## src/timer_params.svh

```systemverilog
`ifndef TIMER_PARAMS_SVH
`define TIMER_PARAMS_SVH
// register indices, byte address is four times the index
`define TMR_IDX_CTRL_C    6'h27
`define TMR_IDX_CTRL_D    6'h26
`define TMR_IDX_CTRL_E    6'h2C
`define TMR_IDX_PORT      6'h2D
`define TMR_IDX_CTRL_A    6'h30
`define TMR_ADDR_W        8
// control c fields
`define TMR_C_COMA        7:6
`define TMR_C_COMB        5:4
`define TMR_C_COMD        3:2
`define TMR_C_FORCE       1
`define TMR_C_PWMD        0
// control a fields
`define TMR_A_COMA        7:6
`define TMR_A_COMB        5:4
`define TMR_A_PWMA        1
`define TMR_A_PWMB        0
// control d fields
`define TMR_D_FPIE        7
`define TMR_D_FPEN        6
`define TMR_D_FPNC        5
`define TMR_D_FPES        4
`define TMR_D_FPAC        3
`define TMR_D_FLAG        2
`define TMR_D_WAVE        1:0
// control e and port data fields
`define TMR_E_OE          5:0
// output mode codes
`define TMR_COM_PORT      2'h0
`define TMR_COM_TOGGLE    2'h1
`define TMR_COM_CLEAR     2'h2
`define TMR_COM_SET       2'h3
// reset values and filter length
`define TMR_RST_BYTE      8'h00
`define TMR_RST_WORD      32'h0000_0000
`define TMR_FILT_SAMPLES  4
`endif

```

## src/timer_pkg.sv

```systemverilog
package timer_pkg;
  // apb request as seen by the slave
  typedef struct packed {
    logic                     psel;
    logic                     penable;
    logic                     pwrite;
    logic [7:0]               paddr;
    logic [31:0]              pwdata;
  } apb_req_t;

  // apb answer from the slave
  typedef struct packed {
    logic                     pready;
    logic                     pslverr;
    logic [31:0]              prdata;
  } apb_rsp_t;

  // waveform generation mode when pwm is enabled
  typedef enum logic [1:0] {
    WAVE_FAST     = 2'b00,
    WAVE_PFC      = 2'b01,
    WAVE_SIX_SS   = 2'b10,
    WAVE_SIX_DS   = 2'b11
  } wave_mode_t;

  // timer-side events from the counter core
  typedef struct packed {
    logic                     chan_d_match;
    logic                     counter_zero;
    logic                     count_down;
  } cnt_evt_t;
endpackage : timer_pkg
```

## src/pwm_fault_ctrl.sv

```systemverilog
// Functional notes
// - channel A shadow mirrors primary mode field
// - channel B shadow mirrors primary mode field
// - nonzero D mode hands pin to waveform
// - inverted D pin only PWM with 01
// - non-PWM: toggle, clear, set on match
// - fast PWM: 01 and 10 clear on match, set zero
// - dual slope: 01 and 10 up clears, down sets
// - force applies action, new mode used
// - force bit always reads zero
// - D PWM enable selects PWM behaviour
// - fault interrupt only when enabled
// - fault mode enable activates protection
// - filter needs four equal samples
// - edge select: zero falling, one rising
// - comparator source through same front end
// - fault detected even as output pin
// - flag clears on vector or write-one
// - normal and dual-slope mode update points
// - wave codes select PFC and six-phase
// - six override bits gate pins in six-phase mode
// - cleared override drives port data in six-phase mode
`timescale 1ns/1ps
`include "timer_params.svh"
module pwm_fault_ctrl
  import timer_pkg::*;
#(
  parameter int FILT_LEN = `TMR_FILT_SAMPLES
)(
  input  wire logic          ref_clk,
  input  wire logic          rst_b,
  input  wire logic          ce,
  input  wire apb_req_t      apb_req,
  output apb_rsp_t           apb_rsp,
  input  wire cnt_evt_t      cnt_evt,
  input  wire logic          chan_a_wave,
  input  wire logic          chan_b_wave,
  input  wire logic          chan_d_dir,
  input  wire logic          fault_input_pin,
  input  wire logic          comparator_out,
  input  wire logic          global_irq_en,
  input  wire logic          fault_irq_ack,
  output logic               chan_d_waveform,
  output logic               chan_d_conn,
  output logic               chan_d_inv_conn,
  output logic               chan_d_oe_b,
  output logic [5:0]         pin_out,
  output logic               six_phase_mode,
  output logic               upd_immediate,
  output logic               upd_at_bottom,
  output logic               fault_mode_active,
  output logic               fault_trip,
  output logic               fault_irq
);

  // elaboration check on the filter length
  if (FILT_LEN < 2 || FILT_LEN > 16)
  begin : g_bad_len
    $error("FILT_LEN must be 2 to 16");
  end

  // control registers
  logic [1:0]          com_a_r;
  logic [1:0]          com_b_r;
  logic [1:0]          com_d_r;
  logic                pwm_a_r;
  logic                pwm_b_r;
  logic                pwm_d_r;
  logic                fpie_r;
  logic                fpen_r;
  logic                fpnc_r;
  logic                fpes_r;
  logic                fpac_r;
  logic                fault_flag_r;
  logic                fault_flag_nxt;
  logic [1:0]          wave_r;
  logic [5:0]          oe_r;
  logic [5:0]          port_r;
  logic                clr_pend_r;
  // bus signals
  logic                pready_r;
  logic                pslverr_r;
  logic [31:0]         prdata_r;
  logic                acc;
  logic                do_wr;
  logic [5:0]          idx;
  logic                hit_a;
  logic                hit_c;
  logic                hit_d;
  logic                hit_e;
  logic                hit_p;
  logic                mapped;
  logic [7:0]          wdat;
  logic [7:0]          rd_byte;
  // fault front end
  logic                pin_s1_r;
  logic                pin_s2_r;
  logic                cmp_s1_r;
  logic                cmp_s2_r;
  logic                src;
  logic [FILT_LEN-1:0] hist_r;
  logic                filt_r;
  logic                fsel;
  logic                prev_r;
  logic                fault_evt;
  // waveform
  logic                wave_d_r;
  logic                wave_d_nxt;
  logic                force_now;
  logic                pwm_any;
  logic [5:0]          wsrc;
  // output flops
  logic                conn_r;
  logic                inv_conn_r;
  logic                oe_b_r;
  logic [5:0]          pin_out_r;
  logic                six_r;
  logic                upd_imm_r;
  logic                upd_bot_r;
  logic                fmode_r;
  logic                trip_r;
  logic                irq_r;

  // apb decode, word index from byte address
  assign acc    = apb_req.psel & apb_req.penable;
  assign idx    = apb_req.paddr[`TMR_ADDR_W-1:2];
  assign hit_a  = (idx == `TMR_IDX_CTRL_A) && (apb_req.paddr[1:0] == 2'h0);
  assign hit_c  = (idx == `TMR_IDX_CTRL_C) && (apb_req.paddr[1:0] == 2'h0);
  assign hit_d  = (idx == `TMR_IDX_CTRL_D) && (apb_req.paddr[1:0] == 2'h0);
  assign hit_e  = (idx == `TMR_IDX_CTRL_E) && (apb_req.paddr[1:0] == 2'h0);
  assign hit_p  = (idx == `TMR_IDX_PORT) && (apb_req.paddr[1:0] == 2'h0);
  assign mapped = hit_a | hit_c | hit_d | hit_e | hit_p;
  assign do_wr  = ce & acc & pready_r & apb_req.pwrite & mapped;
  assign wdat   = apb_req.pwdata[7:0];

  // read mux, reserved bits as zero
  always_comb
  begin
    rd_byte = `TMR_RST_BYTE;
    if (hit_c)
    begin
      rd_byte[`TMR_C_COMA] = com_a_r;
      rd_byte[`TMR_C_COMB] = com_b_r;
      rd_byte[`TMR_C_COMD] = com_d_r;
      rd_byte[`TMR_C_FORCE] = 1'b0;
      rd_byte[`TMR_C_PWMD] = pwm_d_r;
    end
    else if (hit_a)
    begin
      rd_byte[`TMR_A_COMA] = com_a_r;
      rd_byte[`TMR_A_COMB] = com_b_r;
      rd_byte[`TMR_A_PWMA] = pwm_a_r;
      rd_byte[`TMR_A_PWMB] = pwm_b_r;
    end
    else if (hit_d)
    begin
      rd_byte = {fpie_r, fpen_r, fpnc_r, fpes_r, fpac_r, fault_flag_r, wave_r};
    end
    else if (hit_e)
    begin
      rd_byte[`TMR_E_OE] = oe_r;
    end
    else if (hit_p)
    begin
      rd_byte[`TMR_E_OE] = port_r;
    end
  end

  // apb answer: one wait state, pready high in second access cycle
  always_ff @(posedge ref_clk or negedge rst_b)
  begin
    if (!rst_b)
    begin
      pready_r  <= 1'b0;
      pslverr_r <= 1'b0;
      prdata_r  <= `TMR_RST_WORD;
    end
    else if (ce)
    begin
      pready_r  <= acc & ~pready_r;
      pslverr_r <= acc & ~pready_r & ~mapped;
      if (acc && !pready_r && !apb_req.pwrite)
        prdata_r <= {24'h00_0000, rd_byte};
    end
  end
  assign apb_rsp = '{pready: pready_r, pslverr: pslverr_r, prdata: prdata_r};

  // shared channel A and B mode fields, one store for both views
  always_ff @(posedge ref_clk or negedge rst_b)
  begin
    if (!rst_b)
    begin
      com_a_r <= `TMR_COM_PORT;
      com_b_r <= `TMR_COM_PORT;
      pwm_a_r <= 1'b0;
      pwm_b_r <= 1'b0;
    end
    else if (do_wr)
    begin
      if (hit_c)
      begin
        com_a_r <= wdat[`TMR_C_COMA];
        com_b_r <= wdat[`TMR_C_COMB];
      end
      else if (hit_a)
      begin
        com_a_r <= wdat[`TMR_A_COMA];
        com_b_r <= wdat[`TMR_A_COMB];
        pwm_a_r <= wdat[`TMR_A_PWMA];
        pwm_b_r <= wdat[`TMR_A_PWMB];
      end
    end
  end

  // channel D control
  always_ff @(posedge ref_clk or negedge rst_b)
  begin
    if (!rst_b)
    begin
      com_d_r <= `TMR_COM_PORT;
      pwm_d_r <= 1'b0;
    end
    else if (do_wr && hit_c)
    begin
      com_d_r <= wdat[`TMR_C_COMD];
      pwm_d_r <= wdat[`TMR_C_PWMD];
    end
  end

  // fault control, wave mode, override and port data
  always_ff @(posedge ref_clk or negedge rst_b)
  begin
    if (!rst_b)
    begin
      fpie_r <= 1'b0;
      fpen_r <= 1'b0;
      fpnc_r <= 1'b0;
      fpes_r <= 1'b0;
      fpac_r <= 1'b0;
      wave_r <= WAVE_FAST;
      oe_r   <= 6'h00;
      port_r <= 6'h00;
    end
    else if (do_wr)
    begin
      if (hit_d)
      begin
        fpie_r <= wdat[`TMR_D_FPIE];
        fpen_r <= wdat[`TMR_D_FPEN];
        fpnc_r <= wdat[`TMR_D_FPNC];
        fpes_r <= wdat[`TMR_D_FPES];
        fpac_r <= wdat[`TMR_D_FPAC];
        wave_r <= wdat[`TMR_D_WAVE];
      end
      if (hit_e)
        oe_r <= wdat[`TMR_E_OE];
      if (hit_p)
        port_r <= wdat[`TMR_E_OE];
    end
  end

  // two-flop synchronisers for pin and comparator
  // start at the idle high level so reset release shows no false edge
  always_ff @(posedge ref_clk or negedge rst_b)
  begin
    if (!rst_b)
    begin
      pin_s1_r <= 1'b1;
      pin_s2_r <= 1'b1;
      cmp_s1_r <= 1'b1;
      cmp_s2_r <= 1'b1;
    end
    else if (ce)
    begin
      pin_s1_r <= fault_input_pin;
      pin_s2_r <= pin_s1_r;
      cmp_s1_r <= comparator_out;
      cmp_s2_r <= cmp_s1_r;
    end
  end

  assign src = fpac_r ? cmp_s2_r : pin_s2_r;

  // noise filter: output follows only a full run of equal samples
  always_ff @(posedge ref_clk or negedge rst_b)
  begin
    if (!rst_b)
    begin
      hist_r <= '1;
      filt_r <= 1'b1;
    end
    else if (ce)
    begin
      hist_r <= {hist_r[FILT_LEN-2:0], src};
      if (&hist_r)
        filt_r <= 1'b1;
      else if (~|hist_r)
        filt_r <= 1'b0;
    end
  end

  assign fsel = fpnc_r ? filt_r : src;

  assign fault_evt = fpes_r ? (fsel & ~prev_r) : (~fsel & prev_r);

  always_ff @(posedge ref_clk or negedge rst_b)
  begin
    if (!rst_b)
      prev_r <= 1'b1;
    else if (ce)
      prev_r <= fsel;
  end

  // flag: set wins over clears
  always_comb
  begin
    fault_flag_nxt = fault_flag_r;
    if (clr_pend_r || fault_irq_ack)
      fault_flag_nxt = 1'b0;
    if (fault_evt)
      fault_flag_nxt = 1'b1;
  end

  always_ff @(posedge ref_clk or negedge rst_b)
  begin
    if (!rst_b)
    begin
      fault_flag_r <= 1'b0;
      clr_pend_r   <= 1'b0;
    end
    else if (ce)
    begin
      fault_flag_r <= fault_flag_nxt;
      clr_pend_r   <= do_wr & hit_d & wdat[`TMR_D_FLAG];
    end
  end

  // interrupt, protection mode and trip pulse
  always_ff @(posedge ref_clk or negedge rst_b)
  begin
    if (!rst_b)
    begin
      irq_r   <= 1'b0;
      fmode_r <= 1'b0;
      trip_r  <= 1'b0;
    end
    else if (ce)
    begin
      irq_r   <= fault_flag_r & fpie_r & global_irq_en;
      fmode_r <= fpen_r;
      trip_r  <= fpen_r & fault_evt;
    end
  end

  // force uses mode and enable written with it
  assign force_now = do_wr & hit_c & wdat[`TMR_C_FORCE] & ~wdat[`TMR_C_PWMD];

  // channel D waveform next value
  always_comb
  begin
    wave_d_nxt = wave_d_r;
    if (force_now)
    begin
      unique case (wdat[`TMR_C_COMD])
        `TMR_COM_PORT:   wave_d_nxt = wave_d_r;
        `TMR_COM_TOGGLE: wave_d_nxt = ~wave_d_r;
        `TMR_COM_CLEAR:  wave_d_nxt = 1'b0;
        `TMR_COM_SET:    wave_d_nxt = 1'b1;
      endcase
    end
    else if (!pwm_d_r)
    begin
      if (cnt_evt.chan_d_match)
      begin
        unique case (com_d_r)
          `TMR_COM_PORT:   wave_d_nxt = wave_d_r;
          `TMR_COM_TOGGLE: wave_d_nxt = ~wave_d_r;
          `TMR_COM_CLEAR:  wave_d_nxt = 1'b0;
          `TMR_COM_SET:    wave_d_nxt = 1'b1;
        endcase
      end
    end
    else if (com_d_r != `TMR_COM_PORT)
    begin
      if (wave_r[0] == 1'b0)
      begin
        // fast pwm, match wins over zero
        if (cnt_evt.chan_d_match)
          wave_d_nxt = (com_d_r == `TMR_COM_SET);
        else if (cnt_evt.counter_zero)
          wave_d_nxt = (com_d_r != `TMR_COM_SET);
      end
      else if (cnt_evt.chan_d_match)
      begin
        wave_d_nxt = cnt_evt.count_down ^ (com_d_r == `TMR_COM_SET);
      end
    end
  end

  always_ff @(posedge ref_clk or negedge rst_b)
  begin
    if (!rst_b)
      wave_d_r <= 1'b0;
    else if (ce)
      wave_d_r <= wave_d_nxt;
  end
  assign chan_d_waveform = wave_d_r;

  // channel D pin connections
  always_ff @(posedge ref_clk or negedge rst_b)
  begin
    if (!rst_b)
    begin
      conn_r     <= 1'b0;
      inv_conn_r <= 1'b0;
      oe_b_r     <= 1'b1;
    end
    else if (ce)
    begin
      // nonzero mode takes pin, direction enables driver
      conn_r     <= (com_d_r != `TMR_COM_PORT);
      oe_b_r     <= ~((com_d_r != `TMR_COM_PORT) & chan_d_dir);
      // inverted pin only pwm and toggle code
      inv_conn_r <= pwm_d_r & (com_d_r == `TMR_COM_TOGGLE);
    end
  end

  // mode decode and update points
  assign pwm_any = pwm_a_r | pwm_b_r;
  always_ff @(posedge ref_clk or negedge rst_b)
  begin
    if (!rst_b)
    begin
      six_r     <= 1'b0;
      upd_imm_r <= 1'b1;
      upd_bot_r <= 1'b0;
    end
    else if (ce)
    begin
      upd_imm_r <= ~pwm_any;
      // codes 01 and 11 at bottom, 1x six-phase
      upd_bot_r <= pwm_any & wave_r[0];
      six_r     <= pwm_any & wave_r[1];
    end
  end

  // waveform source per pin pair, odd pin carries complement
  assign wsrc = {~wave_d_r, wave_d_r, ~chan_b_wave, chan_b_wave,
                 ~chan_a_wave, chan_a_wave};

  for (genvar i = 0; i < 6; i++)
  begin : g_pin
    always_ff @(posedge ref_clk or negedge rst_b)
    begin
      if (!rst_b)
        pin_out_r[i] <= 1'b0;
      else if (ce)
      begin
        pin_out_r[i] <= (six_r && !oe_r[i]) ? port_r[i] : wsrc[i];
      end
    end
  end

  assign chan_d_conn       = conn_r;
  assign chan_d_inv_conn   = inv_conn_r;
  assign chan_d_oe_b       = oe_b_r;
  assign pin_out           = pin_out_r;
  assign six_phase_mode    = six_r;
  assign upd_immediate     = upd_imm_r;
  assign upd_at_bottom     = upd_bot_r;
  assign fault_mode_active = fmode_r;
  assign fault_trip        = trip_r;
  assign fault_irq         = irq_r;
endmodule : pwm_fault_ctrl

```

## config.mk

```make
export PLATFORM = sky130hd
export DESIGN_NAME = pwm_fault_ctrl
export DESIGN_NICKNAME = d
export VERILOG_FILES = /design/src/timer_pkg.sv /design/src/pwm_fault_ctrl.sv
export VERILOG_INCLUDE_DIRS = /design/src
export SDC_FILE = /design/constraint.sdc
export NUM_CORES = 1
export LEC_CHECK = 0
export BUFFER_PORTS_ARGS = -buffer_cell sky130_fd_sc_hd__clkbuf_2
export CELL_PAD_IN_SITES_DETAIL_PLACEMENT = 1
export CELL_PAD_IN_SITES_GLOBAL_PLACEMENT = 2
export CORE_MARGIN = 1.5
export CORE_UTILIZATION = 32
export DETAILED_ROUTE_END_ITERATION = 6
export PLACE_DENSITY_LB_ADDON = 0.05
export SYNTH_ARGS = -nofsm -noshare
export SYNTH_HDL_FRONTEND = slang
export SYNTH_SLANG_ARGS = --single-unit
```

## constraint.sdc

```tcl
create_clock -name ref_clk -period 1.8 [get_ports ref_clk]
set_input_delay 0.27 -clock ref_clk [delete_from_list [all_inputs] [get_ports ref_clk]]
set_output_delay 0.27 -clock ref_clk [all_outputs]
set_load 0.05 [all_outputs]
```

# Word level (Yosys, flattened, before mapping)
# Cells that the tools add are included.
# word_totals
ff_bits,66
in_bits,56
word_cells,174
# classes
eq_ne,18
n_mux,35
bitwise_logic,38
n_reduce_logical,41
# ops
cell,count
"== test 6 bit, second input constant",5
bitwise AND 1 bit,21
two-way mux 1 bit,21
two-way mux 6 bit,3
logical AND 1 bit,14
two-way mux 2 bit,7
AND reduction 2 bit,7
NOT 1 bit,11
"== test 2 bit, second input constant",4
logical NOT 1 bit,8
two-way mux 8 bit,1
"inequality test 4 bit, second input constant",2
AND reduction 7 bit,1
logical NOT 2 bit,3
"inequality test 2 bit, second input constant",3
case mux 1 bit (3 select lines),2
nonzero test 2 bit,3
bitwise OR 1 bit,5
"== test 2 x 1 -> 1 bit, second input constant",2
two-way mux 4 bit,1
AND reduction 4 bit,1
OR reduction 4 bit,1
"inequality test 3 x 1 -> 1 bit, second input constant",1
"inequality test 3 bit, second input constant",1
other kinds (4),4

# Depth between registers and ports, before layout
# depth
word_depth,12
mapped_depth,7
depth_no_buf,5

# Worst setup path after synthesis
# OpenSTA, ideal clock, no wires.
# synth_path
kind,in2reg
start,input port apb_req[35] in the netlist's numbering
end,register oe_r[0]
t_arrival_ns,1.907
required_ns,1.675
slack_ns,-0.232
path_stages,6
n_path_buf,2
path_cell_list,nand4bb_2 > or4b_1 > buf_2 > or3_1 > buf_6 > mux2_4
# synth_via
elab_chain_cells,8
word_cells_on_any_way,16
classes_between,5 x eq/ne; 5 x bitwise; 6 x reduce/logical
# synth_rtl
element,line_no,rtl
start: declaration,pwm_fault_ctrl.sv:33,"input wire apb_req_t apb_req,"
== test 6 bit (no line),--,
"logical AND 1 bit, on equally long branches","pwm_fault_ctrl.sv:127, pwm_fault_ctrl.sv:128",
bitwise OR 1 bit (4 in series),pwm_fault_ctrl.sv:132,assign mapped = hit_a | hit_c | hit_d | hit_e | hit_p;
bitwise AND 1 bit,pwm_fault_ctrl.sv:133,assign do_wr = ce & acc & pready_r & apb_req.pwrite & mapped;
AND reduction 2 bit (no line) (*),--,
end signal: assignment,pwm_fault_ctrl.sv:256,oe_r <= wdat[`TMR_E_OE];
end: declaration,pwm_fault_ctrl.sv:77,logic [5:0] oe_r;
# Every way passes the cells marked *; elsewhere a longest branch is shown, timed or not.
# A chain may end at the register's enable or synchronous reset.

# Worst setup path in the final report
# layout_path
start,input port apb_req[35] in the netlist's numbering
end,register port_r[5]
# layout_via
elab_chain_cells,8
word_cells_on_any_way,16
classes_between,5 x eq/ne; 5 x bitwise; 6 x reduce/logical
# layout_rtl
element,line_no,rtl
== test 6 bit (no line),--,
"logical AND 1 bit, on equally long branches","pwm_fault_ctrl.sv:127, pwm_fault_ctrl.sv:128",
bitwise OR 1 bit (4 in series),pwm_fault_ctrl.sv:132,
bitwise AND 1 bit,pwm_fault_ctrl.sv:133,
AND reduction 2 bit (no line) (*),--,
end signal: assignment,pwm_fault_ctrl.sv:258,port_r <= wdat[`TMR_E_OE];
end: declaration,pwm_fault_ctrl.sv:78,logic [5:0] port_r;
# Marked as above.

==> reports/metrics.cfg <==
[route]
dr.pass1.iters=4
ant_nets=0
wire_per_inst_um=16.4
drc=0
vias_per_cell=4.80
vias=2452
drt_iter0_drc=97
routed_wl_mm=8.39

[final_layout]
final_util_pct=41.4
diodes=0
post_route_cells_drive_above_1_share_pct=41.5
synthToLayoutAreaGrowth_pct=23.8
nets=429
n_fill_cell=1124

[floorplan]
fp.coreArea_sq_um=9910
die_h_um=105
dieArea_sq_um=11000
ioPinCount=106
initial_utilization_pct=33.4
num_rows=36
die_w_um=105

[pwr]
cellLeakagePower_nw=1.92
p_per_area_nw_per_um2=994
irDropWorstVdd_mv=0.341
p_total_w=0.00408

[clocking]
clk_latency_ps=340
cts-root-buf=clkbuf_8
htree_levels=3
cts.sinks=66
cts_tree=done
cts_buffers=9
cts.path.max_buffers=2
clkTransAtPathRegs_ps=80
post-cts-setup-buffers=0

[setup_path]
path_max_fanout=7
required_ps=2020
critPathTopFamily=simple AND/OR/NAND/NOR gates
critPathBufInv=1
path_class=primary input to register
worst_setup_path_end_kind=register
cp.arrival_ps=1950
crit_path_max_incr_delay_ps=570
crit_chain=clkbuf_2 > nand4bb_4 > or4b_1 > or3_4 > mux2_4
cp-start-kind=primary input
crit_slowest_cell=or4b_1

[synthesis]
synthFlopType=dfrtp_1
syn_area_sq_um=3310
post_synth.cell_area_avg_sq_um=11.2
yosysSeqAreaShare_pct=50.3
yosysWarnings=0
synthArstFlopShare_pct=100
ys_ff_latch=66
synthCells=295
synth_edf_count=0
ys_types=51

[grt]
grt_pass1_vias=2581
grt_overflow_total=0
grt_max_degree=67
antenna_found_initial=0
grtUsageTotal_pct=16.3
grt_pass1_wl_mm=13.8

[sta]
whs_ps=158
finalMaxSlewViolations=0
setup_viol=0
fin_crit_ps=1730
setup_tns_ps=0
max_freq_ghz=0.577
hold_viol=0
fin_crit_sh_pct=96.2
rsz0062_at_grt=false
fin_skew_ps=11.1

[placement]
dp_hpwl_mm=6.13
io_buffers=57
gp_congestion=0.749

[hold_path]
worst_hold_path_type=primary input to register

[run]
cap_violations=0

[run_status]
status=completed

stage by stage:
step,setup WS [ps],cells,cell area [sq um]
2_1_floorplan,-217,318,3420
3_3_place_gp,-346,494,3810
3_5_place_dp,-371,494,3810
4_1_cts,78.2,511,4100
5_1_grt,5.88,511,4100
6_report,67.8,511,4100
registers in the layout, indices dropped and copies added, names as in the netlist, 2 cells and up:
name,cells
com_a_r,2
com_b_r,2
com_d_r,2
hist_r,4
oe_r,6
pin_out,6
port_r,6
prdata_r,8
wave_r,2
synth_stat cells, types with 5 or more instances:
| cell type | count | share of area [%] |
|---|---|---|
| dfrtp_1 | 54 | 41 |
| nor2_1 | 33 | 3.7 |
| mux2_2 | 28 | 9.5 |
| buf_4 | 26 | 5.9 |
| a21oi_1 | 17 | 2.6 |
| dfstp_2 | 12 | 9.5 |
| o21ai_0 | 12 | 1.8 |
| inv_1 | 11 | 1.2 |
| mux2_4 | 11 | 5.0 |
| nand2_1 | 9 | 1.0 |
| mux2i_1 | 8 | 2.4 |
| a31oi_1 | 5 | 0.94 |
| clkbuf_1 | 5 | 0.57 |
| nand3b_1 | 5 | 1.1 |
final cells by class:
class                   count  area (sq um)  share of cell area, %
multi-input cells         204          1470                   35.8
clock inverters             6           138                   3.36
flip-flops and latches     66          1670                   40.6
repair buffers             81           493                   12.0
clock buffers              10           128                   3.11
well taps                 133           166                   4.06
inverters                  11          41.3                   1.01
where the power goes:
group / switching [W] / total (W) / internal, W / leakage (nW)
sequential: 0.0000749 / 0.00170 / 0.00162 / 0.842
combinational: 0.000513 / 0.000703 / 0.000190 / 0.948
clock: 0.000605 / 0.00167 / 0.00107 / 0.131
total: 0.00119 / 0.00408 / 0.00288 / 1.92
cell families (layout without fill, tap and decap cells):
group / count (synthesis) / count (layout) / share of synthesized area [%]
mux: 47 / 47 / 16.9
compound gates: 57 / 57 / 11.0
other cells: 1 / 24 / 0.113
buf+inv: 48 / 108 / 8.88
flops: 66 / 66 / 50.3
simple gates: 76 / 76 / 12.8
per-layer routing:
| layer | track usage, % | share of wire (%) | vias up |
|---|---|---|---|
| met2 | 26.1 | 47 | 52 |
| met1 | 21.8 | 48 | 1229 |
| met5 | 0 | 0 | - |
| met4 | 6.56 | 1.6 | 0 |
| li1 | - | - | 1161 |
| met3 | 3.06 | 3.4 | 10 |
worst register-to-register path, delay by kind of cell (launching register included):
kind | cells | cell delay (ps)
simple gates | 3 | 710
flops | 1 | 390
mux | 1 | 280
buf+inv | 1 | 190
cells in the final DEF, fill, tap and decap left out, types with 9 or more instances in the layout:
master,Yosys,layout
a21oi_1,17,17
buf_4,26,21
clkbuf_2,0,56
clkbuf_8,0,9
conb_1,1,24
dfrtp_1,54,54
dfstp_2,12,12
inv_1,11,11
mux2_2,28,28
mux2_4,11,11
nand2_1,9,9
nor2_1,33,33
o21ai_0,12,11
path summary, 6_finish.rpt:
path | cells past startpoint | to | start | slack, ps
max reg2reg | 5 | fpnc_r | pready_r | 130
max in group asynchronous | 3 | pin_s2_r | rst_b | 990
max | 5 | port_r[5] | apb_req[35] | 70
min in group asynchronous | 3 | pin_out[1] | rst_b | 480
min reg2reg | 2 | prev_r | prev_r | 500
min | 2 | cmp_s1_r | comparator_out | 160
timing repair:
action                                  CTS  global route
hold endpoints to repair                 54             0
endpoints found under the setup margin    8             0
hold buffers                              1             0
resized for setup                         2             0
(Power assumes the default switching activity.)
